`config.mk`:
```
export PLATFORM = sky130hd
export DESIGN_NAME = csr_top
export DESIGN_NICKNAME = d
export VERILOG_FILES = /design/src/csr_pkg.sv /design/src/csr_irq_gate.sv /design/src/csr_top.sv
export SDC_FILE = /design/constraint.sdc
export NUM_CORES = 1
export LEC_CHECK = 0
export ABC_CLOCK_PERIOD_IN_PS = 2080
export BUFFER_PORTS_ARGS = -buffer_cell sky130_fd_sc_hd__buf_4
export CORE_AREA = 2 2 75 84
export DETAILED_ROUTE_END_ITERATION = 6
export DIE_AREA = 0 0 77 86
export HOLD_SLACK_MARGIN = 0.05
export PLACE_DENSITY_LB_ADDON = 0.2
export SYNTH_ARGS = -nofsm -noshare
export SYNTH_HDL_FRONTEND = slang
export SYNTH_SLANG_ARGS = --single-unit
```
`constraint.sdc`:
```
create_clock -name clk_sys_i -period 2.08 [get_ports clk_sys_i]
set_input_delay 0.208 -clock clk_sys_i [delete_from_list [all_inputs] [get_ports clk_sys_i]]
set_output_delay 0.208 -clock clk_sys_i [all_outputs]
set_load 0.01 [all_outputs]
```
`src/csr_pkg.sv`:
```
// Package for the CPU status and reset-cause flag block.
// Assumes a 25 MHz system clock and an Avalon-MM register bus.
package csr_pkg;

  // ==========================================================================
  // Register map (byte addresses, one 32-bit word each)
  localparam logic [3:0] STATUS_IDX     = 4'h6;
  localparam logic [5:0] STATUS_ADDR    = 6'h18;
  localparam logic [5:0] IRQ_STAT_ADDR  = 6'h20;
  localparam logic [5:0] IRQ_EN_ADDR    = 6'h24;
  localparam logic [5:0] IRQ_CLR_ADDR   = 6'h28;
  localparam logic [5:0] SRC_EN_ADDR    = 6'h2C;

  // ==========================================================================
  // Status register bit positions
  localparam int BIT_BROWNOUT = 0;
  localparam int BIT_PWRON    = 1;
  localparam int BIT_SLEEP    = 2;
  localparam int BIT_WDOG     = 3;
  localparam int BIT_GMASK    = 4;
  localparam int BIT_STACK    = 5;
  localparam logic [7:0] STATUS_RESET = 8'h3D;
  localparam logic [7:0] STATUS_WMASK = 8'h13;

  // ==========================================================================
  // Stack pointer
  localparam logic [3:0] STACK_TOP = 4'hF;

  // ==========================================================================
  // Event interrupt bits
  localparam int EV_STACK_OVF = 0;
  localparam int EV_WDOG_TO   = 1;
  localparam int EV_SLEEP     = 2;
  localparam int EV_BROWNOUT  = 3;
  localparam int EV_W         = 4;

  // Device events from the core
  typedef struct packed {
    logic       pwr_on_rst;
    logic       brownout_rst;
    logic       master_rst;
    logic       wdog_rst;
    logic       watchdog_clear_op;
    logic       sleep_op;
    logic       wdog_timeout;
    logic       stack_valid;
    logic [3:0] stack_ptr;
  } csr_core_ev_t;

  // Bus fsm
  typedef enum logic [2:0] {
    ST_IDLE = 3'b001,
    ST_ACK  = 3'b010,
    ST_DONE = 3'b100
  } csr_bus_st_t;

endpackage

```
`src/csr_irq_gate.sv`:
```
// Interrupt gate: per-source enables combined under the global mask.
// Assumes enables and requests are synchronous to the system clock.
`timescale 1ns/1ps
module csr_irq_gate
(
  // Clock and reset
  input  wire logic       clk_sys_i,
  input  wire logic       rst_n_i,
  // Gating
  input  wire logic       gmask_i,
  input  wire logic [7:0] src_req_i,
  input  wire logic [7:0] src_en_i,
  // Result
  output logic [7:0]      irq_pass_o
);

  wire [7:0] pass_nxt;

  genvar g;
  generate
    for (g = 0; g < 8; g++)
    begin : g_src
      assign pass_nxt[g] = src_req_i[g] & src_en_i[g] & ~gmask_i;
    end
  endgenerate

  always_ff @(posedge clk_sys_i or negedge rst_n_i)
  begin
    if (!rst_n_i)
      irq_pass_o <= 8'h00;
    else
      irq_pass_o <= pass_nxt;
  end

endmodule

```
`src/csr_top.sv`:
```
// CPU status and reset-cause flag register with Avalon-MM access.
// Assumes core events are one-cycle pulses synchronous to clk_sys_i.
`timescale 1ns/1ps
module csr_top
(
  // Clock and reset
  input  wire logic                 clk_sys_i,
  input  wire logic                 rst_n_i,
  // Avalon-MM slave
  input  wire logic [5:0]           avs_address_i,
  input  wire logic                 avs_read_i,
  input  wire logic                 avs_write_i,
  input  wire logic [31:0]          avs_writedata_i,
  input  wire logic [3:0]           avs_byteenable_i,
  output logic [31:0]               avs_readdata_o,
  output logic                      avs_waitrequest_o,
  output logic [1:0]                avs_response_o,
  // Core events and configuration
  input  wire csr_pkg::csr_core_ev_t core_ev_i,
  input  wire logic                 brownout_detect_enable_i,
  input  wire logic [7:0]           irq_src_i,
  // Outputs
  output logic [7:0]                irq_pass_o,
  output logic                      global_irq_mask_o,
  output logic                      irq_o
);

  // ==========================================================================
  // Registers
  logic [7:0]            status_r;
  logic [7:0]            status_nxt;
  logic [7:0]            src_en_r;
  logic [csr_pkg::EV_W-1:0] ev_stat_r;
  logic [csr_pkg::EV_W-1:0] ev_en_r;
  csr_pkg::csr_bus_st_t  st_r;
  logic [3:0]            sp_prev_r;

  // ==========================================================================
  // Bus decode
  wire        req      = avs_read_i | avs_write_i;
  wire        take     = (st_r == csr_pkg::ST_ACK);
  wire        wr_take  = take & avs_write_i & avs_byteenable_i[0];
  wire        hit_stat = (avs_address_i == csr_pkg::STATUS_ADDR);
  wire        hit_ist  = (avs_address_i == csr_pkg::IRQ_STAT_ADDR);
  wire        hit_ien  = (avs_address_i == csr_pkg::IRQ_EN_ADDR);
  wire        hit_icl  = (avs_address_i == csr_pkg::IRQ_CLR_ADDR);
  wire        hit_sen  = (avs_address_i == csr_pkg::SRC_EN_ADDR);
  wire        mapped   = hit_stat | hit_ist | hit_ien | hit_icl | hit_sen;
  wire [7:0]  wdat     = avs_writedata_i[7:0];

  // ==========================================================================
  // Flag events
  wire ev_por   = core_ev_i.pwr_on_rst;
  wire ev_bor   = core_ev_i.brownout_rst & brownout_detect_enable_i;
  wire dev_rst  = ev_por | core_ev_i.brownout_rst | core_ev_i.master_rst
                  | core_ev_i.wdog_rst;
  wire sp_top   = core_ev_i.stack_valid & (core_ev_i.stack_ptr == csr_pkg::STACK_TOP);
  wire sp_wrap  = core_ev_i.stack_valid & (core_ev_i.stack_ptr == 4'h0)
                  & (sp_prev_r == csr_pkg::STACK_TOP);
  wire stk_ovf  = (sp_top | sp_wrap) & status_r[csr_pkg::BIT_STACK];
  wire [7:0] sw_val = (status_r & ~csr_pkg::STATUS_WMASK) | (wdat & csr_pkg::STATUS_WMASK);

  // Next status value, device logic wins over software
  always_comb
  begin
    status_nxt = status_r;
    if (wr_take && hit_stat)
      status_nxt = sw_val;
    if (core_ev_i.watchdog_clear_op)
    begin
      status_nxt[csr_pkg::BIT_WDOG]  = 1'b1;
      status_nxt[csr_pkg::BIT_SLEEP] = 1'b1;
    end
    if (core_ev_i.sleep_op)
    begin
      status_nxt[csr_pkg::BIT_WDOG]  = 1'b1;
      status_nxt[csr_pkg::BIT_SLEEP] = 1'b0;
    end
    if (core_ev_i.wdog_timeout)
      status_nxt[csr_pkg::BIT_WDOG] = 1'b0;
    if (sp_top | sp_wrap)
      status_nxt[csr_pkg::BIT_STACK] = 1'b0;
    if (dev_rst)
    begin
      status_nxt[csr_pkg::BIT_STACK] = 1'b1;
      status_nxt[csr_pkg::BIT_GMASK] = 1'b1;
    end
    if (ev_bor)
      status_nxt[csr_pkg::BIT_BROWNOUT] = 1'b0;
    if (ev_por)
      status_nxt = csr_pkg::STATUS_RESET;
    status_nxt[7:6] = 2'h0;
  end

  // ==========================================================================
  // Status flags
  always_ff @(posedge clk_sys_i or negedge rst_n_i)
  begin
    if (!rst_n_i)
      status_r <= csr_pkg::STATUS_RESET;
    else
      status_r <= status_nxt;
  end

  always_ff @(posedge clk_sys_i or negedge rst_n_i)
  begin
    if (!rst_n_i)
      sp_prev_r <= 4'h0;
    else if (core_ev_i.stack_valid)
      sp_prev_r <= core_ev_i.stack_ptr;
  end

  // ==========================================================================
  // Event interrupt status, set wins over clear
  wire [csr_pkg::EV_W-1:0] ev_set;
  assign ev_set[csr_pkg::EV_STACK_OVF] = stk_ovf;
  assign ev_set[csr_pkg::EV_WDOG_TO]   = core_ev_i.wdog_timeout;
  assign ev_set[csr_pkg::EV_SLEEP]     = core_ev_i.sleep_op;
  assign ev_set[csr_pkg::EV_BROWNOUT]  = ev_bor;
  wire [csr_pkg::EV_W-1:0] ev_clr = (wr_take && hit_icl) ? wdat[csr_pkg::EV_W-1:0] : '0;

  always_ff @(posedge clk_sys_i or negedge rst_n_i)
  begin
    if (!rst_n_i)
      ev_stat_r <= '0;
    else
      ev_stat_r <= (ev_stat_r & ~ev_clr) | ev_set;
  end

  always_ff @(posedge clk_sys_i or negedge rst_n_i)
  begin
    if (!rst_n_i)
      ev_en_r <= '0;
    else if (wr_take && hit_ien)
      ev_en_r <= wdat[csr_pkg::EV_W-1:0];
  end

  always_ff @(posedge clk_sys_i or negedge rst_n_i)
  begin
    if (!rst_n_i)
      src_en_r <= 8'h00;
    else if (wr_take && hit_sen)
      src_en_r <= wdat;
  end

  always_ff @(posedge clk_sys_i or negedge rst_n_i)
  begin
    if (!rst_n_i)
      irq_o <= 1'b0;
    else
      irq_o <= |(ev_stat_r & ev_en_r);
  end

  always_ff @(posedge clk_sys_i or negedge rst_n_i)
  begin
    if (!rst_n_i)
      global_irq_mask_o <= 1'b1;
    else
      global_irq_mask_o <= status_nxt[csr_pkg::BIT_GMASK];
  end

  // ==========================================================================
  // Interrupt gating by global mask
  csr_irq_gate u_gate
  (
    .clk_sys_i  (clk_sys_i),
    .rst_n_i    (rst_n_i),
    .gmask_i    (status_r[csr_pkg::BIT_GMASK]),
    .src_req_i  (irq_src_i),
    .src_en_i   (src_en_r),
    .irq_pass_o (irq_pass_o)
  );

  // ==========================================================================
  // Bus state machine: IDLE -> ACK (waitrequest low) -> DONE
  wire [31:0] rd_mux =
      hit_stat ? {24'h0, status_r} :
      hit_ist  ? {28'h0, ev_stat_r} :
      hit_ien  ? {28'h0, ev_en_r} :
      hit_sen  ? {24'h0, src_en_r} : 32'h0;

  always_ff @(posedge clk_sys_i or negedge rst_n_i)
  begin
    if (!rst_n_i)
      st_r <= csr_pkg::ST_IDLE;
    else
    begin
      case (st_r)
        csr_pkg::ST_IDLE: st_r <= req ? csr_pkg::ST_ACK : csr_pkg::ST_IDLE;
        csr_pkg::ST_ACK:  st_r <= csr_pkg::ST_DONE;
        csr_pkg::ST_DONE: st_r <= csr_pkg::ST_IDLE;
        default:          st_r <= csr_pkg::ST_IDLE;
      endcase
    end
  end

  always_ff @(posedge clk_sys_i or negedge rst_n_i)
  begin
    if (!rst_n_i)
      avs_waitrequest_o <= 1'b1;
    else
      avs_waitrequest_o <= ~((st_r == csr_pkg::ST_IDLE) & req);
  end

  always_ff @(posedge clk_sys_i or negedge rst_n_i)
  begin
    if (!rst_n_i)
    begin
      avs_readdata_o <= 32'h0;
      avs_response_o <= 2'h0;
    end
    else if ((st_r == csr_pkg::ST_IDLE) && req)
    begin
      avs_readdata_o <= avs_read_i ? rd_mux : 32'h0;
      avs_response_o <= mapped ? 2'h0 : 2'h3;
    end
  end

endmodule

```
==> results.py <==
metrics = {
    "floorplanning": {
        "fp.dieW_um": 77,
        "core_region_area_mm2": 0.005733,
        "boundaryPins": 112,
        "die_area_mm2": 0.006622,
        "initial_utilization_pct": 38.87,
        "fp-row-count": 29,
        "dieHeight_um": 86,
    },
    "sta": {
        "setup_viol": 0,
        "fmax_mhz": 532.5,
        "layout_setup_ws_ps": 202.1,
        "worst_pin_slew_ps": 609.7,
        "slew_headroom_pct": 59.35,
        "min_period_ps": 1878,
        "tns_ps": 0,
        "fin_worst_skew_ps": 5.136,
        "rsz0062_at_grt": "no",
        "drv_slew": 0,
        "post-route-period-util_pct": 90.28,
        "hold_viol": 0,
    },
    "detailed_routing": {
        "drcViolationCount": 0,
        "vias": 1532,
        "first_iter_violations": 74,
        "wl_per_cell_um": 13.90,
        "finalWirelength_mm": 4.530,
        "avgViaCountPerCell": 4.699,
        "postRouteAntennaNets": 0,
        "drtPass1Iterations": 4,
    },
    "logic_synthesis": {
        "yosys.area.top_type": "dfrtp_1",
        "postSynth.asyncResetShare_pct": 100.0,
        "ys_types": 38,
        "syn_inst": 185,
        "synthAdderAreaFrac_pct": 0,
        "synth-xor-area-share_pct": 0,
        "yosysTopAreaCellShare_pct": 46.04,
        "syn_area_per_cell_um2": 12.05,
        "synth_top_family_by_area": "simple AND/OR/NAND/NOR gates",
        "synth_area_mm2": 0.002228,
        "ys.warnings.count": 0,
        "ys.flop_type": "dfrtp_1",
        "synth_mux_area_share_pct": 11.23,
        "synth.area.top_cells": "dfrtp_1 46%, mux2_2 10%, buf_4 8.8%",
        "synth.most_common_cell": "dfrtp_1",
        "yosys.area_share.simple_pct": 12.52,
        "ys_ff_latch": 48,
        "ys_seq_area_share_pct": 54.30,
        "synth_edf_count": 0,
        "synth_commonest_cells": "41 x dfrtp_1, 26 x buf_4, 20 x mux2_2, 16 x nand2_1, 13 x nor2_1",
        "synth_compound_area_share_pct": 11.17,
    },
    "worst_hold_path": {
        "hold_path_startpoint": "core_ev_i[6]",
        "hold_depth": 2,
        "whs_endpoint": "status_r[2]",
        "hold_path.class": "input pin to flop",
    },
    "power_and_ir_drop": {
        "leakage_nw": 1.326,
        "power.density_mw_per_mm2": 729.8,
        "internal-power_mw": 1.469,
        "combPwrFrac_pct": 19.1,
        "seqPwrFrac_pct": 52.9,
        "swShare_pct": 26.93,
        "clkPwrFrac_pct": 28.0,
        "vdd_ir_drop_max_mv": 0.3730,
        "p_switching_uw": 541.4,
    },
    "status": {
        "status": "finished, final reports clean",
    },
    "clock_tree": {
        "post-cts-setup-buffers": 0,
        "clockRootBuffer": "clkbuf_8",
        "clk_pin_slew_worst_paths_ps": 80,
        "htree_levels": 2,
        "cts_sinks": 48,
        "cts_buffers": 5,
        "clk_path_buf_depth": 2,
        "clock_latency_ps": 290,
        "cts_tree": "done",
    },
    "layout": {
        "drive_gt1_share_pct": 40.96,
        "finalNetCount": 315,
        "area_delta_synth_final_pct": 23.64,
        "diodes": 0,
        "nFillCells": 586,
        "final_cell_count_no_fill": 326,
    },
    "setup_path": {
        "path_class": "flop to flop",
        "worstPathRequired_ps": 2310,
        "worstPathMaxFanout": 4,
        "crit_path_end_kind": "flop",
        "rr_startpoint": "st_r[0]",
        "crit_arrival_ps": 2100,
        "start_kind": "flop",
        "reg2reg_depth": 4,
        "r2r_end": "status_r[0]",
        "r2r_slack_ps": 200,
    },
    "grt": {
        "overflow": 0,
        "grt_pass1_vias": 1475,
        "grt_pass1_wl_mm": 7.465,
        "antenna_found_initial": 0,
        "grt_max_degree": 49,
        "grt_usage_pct": 14.36,
    },
    "place": {
        "io_buffers": 60,
        "gp_congestion": 0.8083,
        "post-place-ws_ps": 224.3,
        "placed_cells_incl_taps": 317,
        "dpl.hpwl_mm": 3.449,
    },
    "job": {
        "drv_cap": 0,
    },
}
[critical path, cell delays in order, from the launching register on]
cell and delay [ps]:
dfstp_2 370, or3b_1 470, nor4_4 450, mux2_4 340, a21o_1 170
[flip-flops by register name, summed over array words and instances, names as in the netlist, 3 cells and up]
name,count
avs_readdata_o,8
src_en_r,8
u_gate.irq_pass_o,8
status_r,5
ev_en_r,4
ev_stat_r,4
sp_prev_r,4
st_r,3
[cell type report]
class | count | area (um^2) | share of cell area, %
Multi-Input combinational cell | 127 | 868.3 | 31.52
Clock buffer | 8 | 90.09 | 3.270
Tap cell | 77 | 96.34 | 3.497
Inverter | 2 | 7.507 | 0.2725
Sequential cell | 48 | 1210 | 43.91
Timing Repair Buffer | 64 | 483.0 | 17.53
[cell usage in the layout, fill, tap and decap left out, types with 6 or more instances in the layout]
cell	count
a22oi_1	6
buf_4	63
clkbuf_8	6
conb_1	24
dfrtp_1	41
dfstp_2	7
mux2_2	20
nand2_1	16
nor2_1	13
o21ai_0	6
[through the flow]
| stage | hold WS, ps | power, mW | util (%) | instance area [um^2] |
|---|---|---|---|---|
| 2_1_floorplan | -87.59 | 1.320 | - | 2315 |
| 3_3_place_gp | 263.8 | 1.462 | 46.31 | 2655 |
| 3_5_place_dp | 263.2 | 1.468 | 46.31 | 2655 |
| 4_1_cts | 72.05 | 2.044 | 48.06 | 2755 |
| 5_1_grt | 75.09 | 2.136 | 48.06 | 2755 |
| 6_report | 82.72 | 2.011 | 48.06 | 2755 |
[what timing repair did]
action	in CTS	in global routing
hold buffers	1	0
endpoints found under the hold margin	41	0
gates resized for setup	0	0
[per-layer routing]
| layer | wire length (um) | vias to the layer above | track usage (%) |
|---|---|---|---|
| met4 | 14 | 0 | 3.896 |
| met3 | 253 | 2 | 3.895 |
| met1 | 2027 | 740 | 19.06 |
| met5 | 0 | - | 0 |
| li1 | - | 739 | - |
| met2 | 2235 | 51 | 23.37 |
[worst max path at each step]
stage	start	endpoint	slack [ps]
after floorplan	st_r[0]	status_r[0]	330
after global placement	st_r[0]	status_r[0]	220
after detailed placement	st_r[0]	status_r[0]	220
after CTS	st_r[0]	status_r[0]	200
after global routing	st_r[2]	ev_en_r[1]	130
final	st_r[0]	status_r[0]	200
[power groups by stage]
stage	Clock [mW]	Combinational [mW]	Sequential, mW
after floorplan	0	0.234	1.09
after global placement	0	0.381	1.08
after detailed placement	0	0.386	1.08
after CTS	0.590	0.389	1.07
after global routing	0.631	0.428	1.08
final	0.562	0.384	1.06
[cells by family (layout without fill, tap and decap cells)]
logic type	Yosys count	count (layout)
flops	48	48
simple gates	48	48
compound gates	33	33
buf+inv	33	74
mux	22	22
other cells	1	24
Note: power is estimated with default switching activity, not from simulation.
